## config.mk

```make
export PLATFORM = sky130hd
export DESIGN_NAME = ahbw_port
export DESIGN_NICKNAME = d
export VERILOG_FILES = /design/src/ahbw_pkg.sv /design/src/ahbw_half_if.sv /design/src/ahbw_pair.sv /design/src/ahbw_port.sv
export VERILOG_INCLUDE_DIRS = /design/src
export SDC_FILE = /design/constraint.sdc
export NUM_CORES = 1
export LEC_CHECK = 0
export CAP_MARGIN = 40
export CORE_ASPECT_RATIO = 0.75
export CORE_MARGIN = 4
export CORE_UTILIZATION = 60
export DETAILED_ROUTE_END_ITERATION = 7
export DONT_BUFFER_PORTS = 1
export GPL_TIMING_DRIVEN = 0
export PLACE_DENSITY = 0.76
export SETUP_SLACK_MARGIN = 0.3
export SLEW_MARGIN = 20
export SYNTH_ARGS = -nofsm -noshare
export SYNTH_HDL_FRONTEND = slang
export SYNTH_SLANG_ARGS = --single-unit
```

## constraint.sdc

```tcl
create_clock -name clk -period 1.6 [get_ports clk]
set_input_delay 0.24 -clock clk [delete_from_list [all_inputs] [get_ports clk]]
set_output_delay 0.24 -clock clk [all_outputs]
set_load 0.03 [all_outputs]
```

## src/ahbw_params.svh

```systemverilog
/*
 holds the constants of the host bus width port: widths, addresses, mode value.
 assumes inclusion by the package and the design modules.
*/
`ifndef AHBW_PARAMS_SVH
`define AHBW_PARAMS_SVH

// ---------------------------------------------------------------
// bus geometry
// ---------------------------------------------------------------
`define AHBW_WORD_W      28
`define AHBW_HALF_W      16
`define AHBW_ADDR_W      4
`define AHBW_IGNORE_W    4

// ---------------------------------------------------------------
// bus width switch
// ---------------------------------------------------------------
`define AHBW_WIDTH_ADDR  4'hE
`define AHBW_WIDTH_VALUE 28'h0000010

`endif

```

## src/ahbw_pkg.sv

```systemverilog
/*
 holds the types of the host bus width port.
 assumes ahbw_params.svh is on the include path.
*/
`include "ahbw_params.svh"

package ahbw_pkg;
   typedef enum logic [1:0]
   {
      AHBW_IDLE  = 2'b00,
      AHBW_FIRST = 2'b01,
      AHBW_ACC   = 2'b11
   } ahbw_acc_t;

   typedef logic [`AHBW_WORD_W-1:0] ahbw_word_t;
endpackage

```

## src/ahbw_half_if.sv

```systemverilog
/*
 holds the interface between the port top and its half-word pairing unit.
 assumes one clock domain shared by both ends.
*/
`timescale 1ns/10ps

interface ahbw_half_if;
   import ahbw_pkg::*;
   logic       strobe_end;
   logic       wide_mode;
   logic       clear;
   logic       second;
   ahbw_word_t wr_word;
   logic [15:0] wr_half;
   logic       wr_first_end;
   modport top  (output strobe_end, output wide_mode, output clear, output wr_half, output wr_first_end,
                 input second, input wr_word);
   modport pair (input strobe_end, input wide_mode, input clear, input wr_half, input wr_first_end,
                 output second, output wr_word);
endinterface

```

## src/ahbw_pair.sv

```systemverilog
/*
 holds the half-word pairing unit: tracks first/second access and joins write halves.
 assumes strobes are already reduced to one-cycle end pulses by the top.
*/
`timescale 1ns/10ps

`include "ahbw_params.svh"

module ahbw_pair
   import ahbw_pkg::*;
(
   // clock and reset
   input  wire logic clk,
   input  wire logic nrst,
   input  wire logic ce,
   // link to top
   ahbw_half_if.pair hp
);
   typedef struct packed
   {
      logic       second;
      logic [15:0] low;
   } ahbw_pair_state_t;

   ahbw_pair_state_t st;
   ahbw_pair_state_t next_st;

   // ---------------------------------------------------------------
   // pairing
   // ---------------------------------------------------------------
   always_comb
   begin
      next_st = st;
      if (hp.clear || hp.wide_mode)
      begin
         next_st.second = 1'b0;
      end
      else if (hp.strobe_end)
      begin
         next_st.second = ~st.second;
      end
      if (hp.wr_first_end && !st.second)
      begin
         next_st.low = hp.wr_half;
      end
   end

   always_ff @(posedge clk)
   begin
      if (!nrst)
      begin
         st <= '0;
      end
      else if (ce)
      begin
         st <= next_st;
      end
   end

   assign hp.second  = st.second;
   // top 4 bits of the high half are dropped on writes
   assign hp.wr_word = {hp.wr_half[`AHBW_HALF_W-`AHBW_IGNORE_W-1:0], st.low};
endmodule

```

## src/ahbw_port.sv

```systemverilog
/*
 holds the top of the host bus width port: strobe sampling, output drive,
 28/16-bit mode switch and the write/read word paths.
 assumes host pins synchronous to clk; core supplies read words and empty flags.
*/
`timescale 1ns/10ps

`include "ahbw_params.svh"

module ahbw_port
   import ahbw_pkg::*;
#(
   parameter int WORD_W = `AHBW_WORD_W,
   parameter int ADDR_W = `AHBW_ADDR_W
)
(
   // clock and reset
   input  wire logic              clk,
   input  wire logic              nrst,
   input  wire logic              ce,
   // host pins
   input  wire logic              chip_select_low,
   input  wire logic              read_strobe_low,
   input  wire logic              write_strobe_low,
   input  wire logic              output_drive_enable_n,
   input  wire logic [ADDR_W-1:0] addr,
   input  wire logic [WORD_W-1:0] data_in,
   output logic      [WORD_W-1:0] data_out,
   output logic                   data_oe,
   // core side
   input  wire logic [WORD_W-1:0] core_rd_data,
   input  wire logic              core_fifo_one_empty,
   input  wire logic              core_fifo_two_empty,
   output logic                   rd_pulse,
   output logic      [ADDR_W-1:0] rd_addr,
   output logic                   wr_pulse,
   output logic      [ADDR_W-1:0] wr_addr,
   output logic      [WORD_W-1:0] wr_data,
   output logic                   half_mode,
   output logic                   fifo_one_empty_flag,
   output logic                   fifo_two_empty_flag
);
   // ---------------------------------------------------------------
   // state
   // ---------------------------------------------------------------
   typedef struct packed
   {
      ahbw_acc_t        rd_st;
      ahbw_acc_t        wr_st;
      logic             half;
      logic [WORD_W-1:0] rd_word;
      logic [WORD_W-1:0] dout;
      logic             oe;
      logic             rdp;
      logic             wrp;
      logic [ADDR_W-1:0] ra;
      logic [ADDR_W-1:0] wa;
      logic [WORD_W-1:0] wd;
      logic             empty_one;
      logic             empty_two;
   } ahbw_state_t;

   ahbw_state_t st;
   ahbw_state_t next_st;
   ahbw_half_if hp ();

   logic rd_act;
   logic wr_act;
   logic rd_end;
   logic wr_end;

   // ---------------------------------------------------------------
   // decode functions
   // ---------------------------------------------------------------
   // one tracker per strobe: idle, first low edge, held low
   function automatic ahbw_acc_t step_acc(input ahbw_acc_t cur, input logic act);
      ahbw_acc_t nxt;
      nxt = AHBW_IDLE;
      case (cur)
         AHBW_IDLE:  nxt = act ? AHBW_FIRST : AHBW_IDLE;
         AHBW_FIRST: nxt = act ? AHBW_ACC : AHBW_IDLE;
         AHBW_ACC:   nxt = act ? AHBW_ACC : AHBW_IDLE;
         default:    nxt = AHBW_IDLE;
      endcase
      return nxt;
   endfunction

   // whole-word write that selects the paired 16-bit bus
   function automatic logic is_width_switch(input logic [ADDR_W-1:0] a, input logic [WORD_W-1:0] d);
      logic hit;
      hit = 1'b0;
      if (a == `AHBW_WIDTH_ADDR && d == `AHBW_WIDTH_VALUE)
      begin
         hit = 1'b1;
      end
      return hit;
   endfunction

   // ---------------------------------------------------------------
   // strobe decode
   // ---------------------------------------------------------------
   assign rd_act = !chip_select_low && !read_strobe_low;
   assign wr_act = !chip_select_low && !write_strobe_low;
   assign rd_end = (st.rd_st != AHBW_IDLE) && !rd_act;
   assign wr_end = (st.wr_st != AHBW_IDLE) && !wr_act;

   assign hp.strobe_end   = rd_end || wr_end;
   assign hp.wide_mode    = !st.half;
   assign hp.clear        = 1'b0;
   assign hp.wr_half      = data_in[`AHBW_HALF_W-1:0];
   assign hp.wr_first_end = wr_end;

   // ---------------------------------------------------------------
   // pairing unit
   // ---------------------------------------------------------------
   ahbw_pair u_pair
   (
      .clk  (clk),
      .nrst (nrst),
      .ce   (ce),
      .hp   (hp)
   );

   // ---------------------------------------------------------------
   // next state
   // ---------------------------------------------------------------
   always_comb
   begin
      next_st     = st;
      next_st.rdp = 1'b0;
      next_st.wrp = 1'b0;
      next_st.empty_one = core_fifo_one_empty;
      next_st.empty_two = core_fifo_two_empty;
      next_st.rd_st = step_acc(st.rd_st, rd_act);
      next_st.wr_st = step_acc(st.wr_st, wr_act);
      // read: fetch word from core on the first half (or whole word)
      if (rd_act && st.rd_st == AHBW_IDLE)
      begin
         next_st.ra = addr;
         if (!st.half || !hp.second)
         begin
            next_st.rdp     = 1'b1;
            next_st.rd_word = core_rd_data;
         end
      end
      // returned value: low half first, high half second
      if (!st.half)
      begin
         next_st.dout = st.rd_word;
      end
      else if (!hp.second)
      begin
         next_st.dout = {{(WORD_W-`AHBW_HALF_W){1'b0}}, st.rd_word[`AHBW_HALF_W-1:0]};
      end
      else
      begin
         next_st.dout = {{`AHBW_HALF_W{1'b0}}, st.rd_word[WORD_W-1:`AHBW_HALF_W]};
      end
      // drive: always with oe low, only during a read strobe with oe high
      next_st.oe = !output_drive_enable_n || rd_act;
      // write: whole word, or on the second half
      if (wr_end)
      begin
         if (!st.half)
         begin
            next_st.wrp = 1'b1;
            next_st.wa  = st.wa;
            next_st.wd  = data_in;
         end
         else if (hp.second)
         begin
            next_st.wrp = 1'b1;
            next_st.wd  = hp.wr_word;
         end
      end
      if (wr_act && st.wr_st == AHBW_IDLE)
      begin
         next_st.wa = addr;
      end
      // width switch on a completed whole-word write
      if (wr_end && !st.half && is_width_switch(st.wa, data_in))
      begin
         next_st.half = 1'b1;
      end
   end

   // ---------------------------------------------------------------
   // state register
   // ---------------------------------------------------------------
   always_ff @(posedge clk)
   begin
      if (!nrst)
      begin
         st <= '0;
      end
      else if (ce)
      begin
         st <= next_st;
      end
   end

   // ---------------------------------------------------------------
   // outputs
   // ---------------------------------------------------------------
   assign data_out            = st.dout;
   assign data_oe             = st.oe;
   assign rd_pulse            = st.rdp;
   assign rd_addr             = st.ra;
   assign wr_pulse            = st.wrp;
   assign wr_addr             = st.wa;
   assign wr_data             = st.wd;
   assign half_mode           = st.half;
   assign fifo_one_empty_flag = st.empty_one;
   assign fifo_two_empty_flag = st.empty_two;
endmodule

```

# Word-level counts from Yosys, hierarchy flattened
# Index checks and enable logic that the tools add are counted.
[op_classes] eq_ne=8 n_mux=19 n_bitwise=1 n_reduce_logical=34
[ops] operator="28-bit 2-to-1 mux" n=3
[ops] operator="28-bit by 5-bit equality test with 1-bit output (second input constant)" n=1
[ops] operator="16-bit 2-to-1 mux" n=1
[ops] operator="1-bit logical AND" n=10
[ops] operator="1-bit 2-to-1 mux" n=10
[ops] operator="2-bit AND reduction" n=5
[ops] operator="1-bit zero test" n=8
[ops] operator="2-bit one-hot mux with 2 select lines" n=2
[ops] operator="3-bit AND reduction" n=2
[ops] operator="2-bit by 1-bit equality test with 1-bit output (second input constant)" n=2
[ops] operator="2-bit equality test (second input constant)" n=2
[ops] operator="4-bit equality test (second input constant)" n=1
[ops] operator="2-bit zero test" n=2
[ops] operator="2-bit 2-to-1 mux" n=2
[ops] operator="4-bit 2-to-1 mux" n=1
[ops] operator="2-bit by 1-bit != test with 1-bit output (second input constant)" n=2
[ops] operator="2-bit nonzero test" n=2
[ops] operator="2-bit OR reduction" n=2
[ops] operator="1-bit logical OR" n=3
[ops] operator="1-bit NOT" n=1
[totals] regBits=119 input_bits=69 output_inout_bits=70 wordCells=77

# Longest topological paths before layout
# Gate-level depths: netlist of run 1.
[logic_depth] ltp_word=7 depth_mapped=7 ltp_nobuf=4

# By module
# From an unflattened synthesis of run 1, not the netlist that was laid out.
[unflattened] hier_cells=642 hier_area_um2=5779.3
[by_module_without_submodules] module="ahbw_port" instances=1 cells_each=554 area_per_inst_um2=4979.8 seq_area_each_um2=2042.0
[by_module_without_submodules] module="ahbw_pair" instances=1 cells_each=88 area_per_inst_um2=799.5 seq_area_each_um2=340.3

# Worst setup path after synthesis of run 1
# No wires, ideal clock.
[synth_timing] path_kind="reg2reg" from="register st (netlist bit half_mode)" to="register st (netlist bit wr_data[18])" setup_time_ps=116 t_arrival_ps=1491 required_time_ps=1484 slack_ps=-8 stages_incl_launch_ff=7 n_path_buf=3 synth_period_minus_slack_ps=1608 cell_sequence="dfxtp_1 > clkbuf_1 > nand2b_1 > nor2b_2 > buf_4 > buf_4 > o211a_1"
[synth_between] elab_chain_len=2 word_cells_on_any_way=3 cone_classes="eq/ne (1); mux (1); reduce/logical (1)"
[synth_rtl] item="start: declaration" line="ahbw_port.sv:63" text="ahbw_state_t st;"
[synth_rtl] item="start signal: assignment" line="ahbw_port.sv:198" text="st <= next_st;"
[synth_rtl] item="2-bit by 1-bit != test with 1-bit output (no source line)"
[synth_rtl] item="3-bit AND reduction (no source line)"
# Parallel ways exist; a longest one is shown, timed or not.
# A chain may end at the register's enable or synchronous reset.

# Worst setup path after layout of run 1
[layout_timing] from="register st[101] (netlist bit)" to="register st[87] (netlist bit)"
[layout_between] elab_chain_len=3
[layout_rtl] item="2-bit zero test" line="ahbw_port.sv:137" text="if (rd_act && st.rd_st == AHBW_IDLE)"
[layout_rtl] item="1-bit logical AND" line="ahbw_port.sv:137"
[layout_rtl] item="3-bit AND reduction (no source line)"
# Every way passes these cells.

==> results of run 1 <==
==> timing repair <==
item | 4_1_cts | 5_1_grt
resized for setup | 55 | 102
endpoints found under the hold margin | 48 | 0
setup endpoints to repair | 88 | 100
setup buffers | 7 | 13
cloned | 3 | 4
pin swaps | 10 | 18
hold buffers | 48 | 0
==> routing by layer <==
metal,share of wire [%],routed length [um],track usage (%)
met3,12,2380,7.88
met5,0,0,0
met4,5.3,1050,14.8
met2,44,8780,46.1
met1,38,7630,40.5
==> report_power, final <==
part,switching [mW],leakage (nW),internal [mW]
sequential,0.0920,0.971,3.07
combinational,0.510,2.21,0.426
clock,1.40,0.305,2.79
==> worst reg2reg max path: stages (launching register included) <==
cell       delay, ns
dfxtp_4         0.35
nor4b_4         0.32
and3_4          0.25
buf_12          0.15
clkbuf_16       0.17
nand2_2         0.06
a21boi_2        0.13
==> layout by cell type (no fill, tap or decap), types with 8 or more instances in the layout <==
master and instances:
inv_1 11, nor2b_1 19, and2_1 10, nand2_2 27, a21boi_2 24, a21boi_1 17, buf_8 11, o21ai_0 18
buf_4 81, a21boi_0 8, clkbuf_16 22, nand2_1 83, nand2_4 19, mux2i_1 33, nand3_1 22, o211a_1 40
o22ai_1 10, clkbuf_1 16, dfxtp_1 114, dlygate4sd3_1 48
==> logic make-up after synthesis <==
group	count (synthesis)	synth area share, %
simple gates	216	19.1
buf+inv	121	13.5
mux	38	6.64
flops	119	41.6
compound gates	132	19.1
==> final timing paths <==
kind                   startpoint                                  to  slack, ns  cells past startpoint
max reg2reg  st[101]$_SDFFE_PN0P_                 st[87]$_SDFFE_PN0P_       0.09                      6
max          st[101]$_SDFFE_PN0P_                 st[87]$_SDFFE_PN0P_       0.09                      6
min                   data_in[14]  u_pair.hp.wr_word[14]$_SDFFE_PN0P_      0.004                      2
min reg2reg   st[76]$_SDFFE_PN0P_                 st[76]$_SDFFE_PN0P_       0.46                      2
==> cell usage after synthesis <==
cell / count / share of area [%]
buf_4: 71 / 9.3
inv_1: 11 / 0.72
and2_1: 10 / 1.1
o211a_1: 40 / 7.0
nor3_4: 1 / 0.28
o32ai_1: 1 / 0.15
nor4b_1: 3 / 0.46
nand2_2: 20 / 2.2
nor2b_1: 20 / 2.2
a21oi_1: 8 / 0.70
o21ai_0: 18 / 1.6
and3_1: 1 / 0.11
or2_4: 1 / 0.15
clkbuf_1: 23 / 1.5
nor2_1: 2 / 0.13
dfxtp_1: 119 / 42
mux2i_1: 38 / 6.6
nand2b_1: 8 / 0.87
o21a_1: 2 / 0.26
nor2_8: 1 / 0.35
a21boi_0: 10 / 1.3
o211ai_1: 1 / 0.13
nor2b_2: 1 / 0.15
buf_2: 11 / 0.96
o221ai_2: 1 / 0.26
buf_8: 2 / 0.52
a21boi_2: 20 / 3.9
o21ai_1: 1 / 0.087
nand2_1: 110 / 7.2
nand3_1: 29 / 2.5
nor4_1: 4 / 0.44
nand4_1: 2 / 0.22
nor4_4: 1 / 0.37
nor4b_2: 1 / 0.26
o22ai_1: 10 / 1.1
a21boi_1: 19 / 2.5
or4_1: 1 / 0.13
buf_1: 1 / 0.066
buf_6: 2 / 0.39
a31oi_1: 1 / 0.11
==> state kept, by name, summed over array words and instances, names as in the netlist <==
signal,flops
fifo_two_empty_flag,1
rd_pulse,1
st,32
wr_data,28
wr_pulse,1
u_pair.hp.second,1
u_pair.hp.wr_word,16
data_oe,1
fifo_one_empty_flag,1
wr_addr,4
rd_addr,4
data_out,28
half_mode,1
==> cell type report <==
cell class	instances	area [um^2]	share of cell area [%]
Clock inverter	13	201	2.54
Multi-Input combinational cell	386	2910	36.7
Clock buffer	19	443	5.58
Tap cell	128	160	2.02
Inverter	11	41.3	0.520
Sequential cell	119	2400	30.2
Buffer	110	928	11.7
Timing Repair Buffer	75	851	10.7
==> stage by stage <==
step	util [%]	instances	setup TNS (ns)
5_1_grt	86.6	861	0
3_3_place_gp	64.6	754	-0.0115
6_report	86.6	861	0
3_5_place_dp	64.6	754	-0.270
4_1_cts	80.7	844	0
2_1_floorplan	-	626	0
==> impl_metrics.ini, run 1 <==
[drt]
wire_per_inst_um = 23.0
viasPerCell = 6.30
drtIter0Drc = 654
via_count = 5426
dr.pass1.iters = 7
drc_errors = 0
drtAntennaViolNets = 0
wl_um = 19800

[setup_path]
arrival_ns = 1.85
start_kind = flip-flop
path_cells = nor4b_4 > and3_4 > buf_12 > clkbuf_16 > nand2_2 > a21boi_2
slowest_stage = dfxtp_4
crit_fanout = 7
worst_ep_required_time_ns = 1.95
critPathBufInv = 2
cp-end-kind = flip-flop
worst-setup-path-type = flip-flop to flip-flop
critPathTopFamily = simple AND/OR/NAND/NOR gates
critPathMaxStageDelay_ns = 0.35

[placed_design]
pre_cts_ws_ns = -0.0611
post_dp_cell_area_um2 = 5920
gp_congestion = 0.897
dp.final_hpwl_um = 11100
portBuffers = 0

[finish]
nFillCells = 457
drive_gt1_share_pct = 34.8
nets = 789
antenna_cells = 0
design_area_um2 = 7930
syn_to_final_growth_pct = 38.6

[synthesis]
ys_types = 40
yosysSeqAreaShare_pct = 41.6
synth-seq-cells = 119
netlist_instances = 626
synthesis.area_um2 = 5720
syn_nets = 695
syn-mean-instance-area_um2 = 9.14
yosys_warnings = 0

[global_route]
grt_pass1_vias = 4922
grt_usage_pct = 30.4
antenna_found_initial = 0
gr-total-overflow = 0
grt_pass1_wl_um = 26200
grt_max_degree = 17

[sta]
max_freq_ghz = 0.664
skew_ns = 0.00823
tightest_slew_ns = 0.636
post-route-min-period_ns = 1.51
rsz0062_at_grt = yes
drv_slew = 0
hold-worst-slack_ns = 0.00392
setup-violations-final = 0
finalCritPeriodShare_pct = 94.1
hold_viol = 0
fin_ws_ns = 0.0948
relSlewSlack_pct = 57.6

[clocking]
cts_htree_levels = 4
clk_pin_slew_worst_paths_ns = 0.05
clock-root-buffer = clkbuf_16
clock_latency_ns = 0.42
cts_buffers = 17
cts_tree = done
cts.sinks = 119
cts.path.max_buffers = 2

[floorplanning]
die_x_um = 121
rows = 30
dieHeight_um = 92.6
fp.coreArea_um2 = 9160
start_util_pct = 62.5
die-area_um2 = 11200
num_io_pins = 139

[run]
max-cap-violations = 0

[power]
power_density_nw_per_um2 = 1040
peakVddDrop_v = 0.000912
leakage_nw = 3.48
power_mw = 8.29

[run_status]
status = complete, no violations

[min_path]
min_path_type = input port to flip-flop
(Power assumes the default switching activity.)
==> run 2, diff against run 1 <==
--- a/config.mk
+++ b/config.mk
@@ -7,13 +7,15 @@
 export NUM_CORES = 1
 export LEC_CHECK = 0
 export CAP_MARGIN = 40
+export CELL_PAD_IN_SITES_DETAIL_PLACEMENT = 2
+export CELL_PAD_IN_SITES_GLOBAL_PLACEMENT = 2
 export CORE_ASPECT_RATIO = 0.75
 export CORE_MARGIN = 4
-export CORE_UTILIZATION = 60
+export CORE_UTILIZATION = 38
 export DETAILED_ROUTE_END_ITERATION = 7
 export DONT_BUFFER_PORTS = 1
 export GPL_TIMING_DRIVEN = 0
-export PLACE_DENSITY = 0.76
+export PLACE_DENSITY_LB_ADDON = 0.1
 export SETUP_SLACK_MARGIN = 0.3
 export SLEW_MARGIN = 20
 export SYNTH_ARGS = -nofsm -noshare
==> impl_metrics.ini, run 2 (synthesized netlist as in run 1, its figures left out) <==
[placed_design]
gp_congestion = 0.806
pre_cts_ws_ns = -0.283
dp.final_hpwl_um = 14000
portBuffers = 0

[floorplanning]
dieHeight_um = 114
die-area_um2 = 17100
start_util_pct = 39.2
rows = 38
num_io_pins = 139
fp.coreArea_um2 = 14600
die_x_um = 150

[setup_path]
slowest_stage = dfxtp_4
reg2reg_from = st[98]$_SDFFE_PN0P_
crit_fanout = 8
endpoint = u_pair.hp.wr_word[0]$_SDFFE_PN0P_
cp-startpoint = st[98]$_SDFFE_PN0P_
arrival_ns = 1.88
rr_worst_depth = 5
cp-end-kind = flip-flop
timing.rr.end = u_pair.hp.wr_word[0]$_SDFFE_PN0P_
worst_ep_required_time_ns = 1.90
critPathMaxStageDelay_ns = 0.40
worst-setup-path-type = flip-flop to flip-flop
path_cells = o221ai_4 > buf_8 > buf_4 > o21ai_0 > a21boi_1
reg2reg_setup_slack_ns = 0.02
start_kind = flip-flop

[global_route]
grt_pass1_vias = 5985
antenna_found_initial = 2
grt_pass1_wl_um = 38700
gr-total-overflow = 0
grt_usage_pct = 30.8
grt_max_degree = 17

[clocking]
clock_latency_ns = 0.44
cts.sinks = 119
cts_tree = done
cts_htree_levels = 4
clk_pin_slew_worst_paths_ns = 0.06
cts.path.max_buffers = 2
cts_buffers = 17
clock-root-buffer = clkbuf_16

[min_path]
min_path_cells = 2
min_path_type = input port to flip-flop

[finish]
antenna_cells = 0
final_common_cell = dfxtp_1
drive_gt1_share_pct = 41.1
syn_to_final_growth_pct = 43.3
layout_common_cells = 113 x dfxtp_1, 80 x buf_4, 64 x nand2_1
nets = 791
top_register = st
largest_reg_flops = 32
multi_input_area_um2 = 3190
nFillCells = 1417
seqCellArea_um2 = 2400

[drt]
wl_um = 29800
viasPerCell = 5.78
drtAntennaViolNets = 0
drc_errors = 0
wire_per_inst_um = 31.9
dr.pass1.iters = 5
via_count = 5405
drtIter0Drc = 438

[power]
power.net_switching_mw = 2.29
peakVddDrop_v = 0.00103
power_density_nw_per_um2 = 980
power.share.sequential_pct = 39.6
leakage_nw = 3.57
clock_power_share_pct = 47.5
swShare_pct = 28.5
power.internal_mw = 5.75
power_frac_comb_pct = 12.9

[sta]
fin_ws_ns = 0.0169
hold_viol = 1
tightest_slew_ns = 0.756
hold-worst-slack_ns = -0.00452
relSlewSlack_pct = 49.6
post-route-min-period_ns = 1.58
max_freq_ghz = 0.632
drv_slew = 0
finalCritPeriodShare_pct = 98.9
setup-violations-final = 0
fin_setup_tns_ns = 0
rsz0062_at_grt = yes
skew_ns = 0.0116

[run_status]
violations = hold timing
status = finished with violations

[run]
max-cap-violations = 0
run 2: changes by cell type in the layout (fill, tap and decap cells not counted), sizes merged:
cell,change
dlygate4sd3,+2
clkbuf,+1
clkinv,+3
buf,+3
bufinv,-4
clkinvlp,-3
run 2: layout make-up:
class,count,share of cell area (%)
well taps,200,3.05
inverters,11,0.503
clock inverters,9,0.900
repair buffers,77,10.1
plain buffers,110,11.4
multi-input cells,386,38.9
flip-flops and latches,119,29.3
clock buffers,23,5.82
run 2: worst min-delay path by stage:
stage / startpoint / slack [ns] / endpoint
after floorplan: output_drive_enable_n / 0.35 / data_oe$_SDFFE_PN0P_
after global placement: output_drive_enable_n / 0.36 / data_oe$_SDFFE_PN0P_
after detailed placement: output_drive_enable_n / 0.37 / data_oe$_SDFFE_PN0P_
after CTS: core_fifo_one_empty / 0.004 / fifo_one_empty_flag$_SDFFE_PN0P_
after global routing: addr[1] / 0.03 / rd_addr[1]$_SDFFE_PN0P_
final: core_fifo_one_empty / -0.005 / fifo_one_empty_flag$_SDFFE_PN0P_
run 2: per-layer routing:
layer	vias to the layer above	track usage, %	share of wire [%]
li1	2277	-	-
met1	2742	36.3	39
met2	292	53.0	49
met3	92	8.47	7.5
met4	2	12.9	4.3
met5	-	0	0.044
run 2: timing repair:
| item | CTS | global route |
|---|---|---|
| setup buffers | 14 | 8 |
| pin swaps | 31 | 22 |
| endpoints found under the setup margin | 103 | 115 |
| hold buffers | 50 | 0 |
| cloned | 4 | 1 |
| resized for setup | 141 | 94 |
| endpoints found under the hold margin | 52 | 0 |
run 2: power groups by stage:
stage          Combinational (mW)  Clock [mW]  Sequential [mW]
2_1_floorplan               0.544           0             3.19
6_report                     1.03        3.82             3.19
4_1_cts                     0.886        3.69             3.16
3_3_place_gp                0.648           0             3.21
3_5_place_dp                0.672           0             3.22
5_1_grt                      1.08        3.94             3.19
run 2: stage by stage:
step                area, um^2  instances  power, mW  hold WS (ns)  utilization [%]
finish                    8210        935       8.04      -0.00452             56.2
global route              8210        935       8.21        0.0303             56.2
CTS                       7820        926       7.74       0.00421             53.6
detailed placement        6010        826       3.89         0.371             41.2
global placement          6010        826       3.86         0.356             41.2
floorplan                 5760        626       3.74         0.348                -
run 2: worst max-delay path: cells and delay by family (launching register included):
kind | cells | cell delay (ns)
buf+inv | 2 | 0.35
flops | 1 | 0.40
compound gates | 3 | 0.69
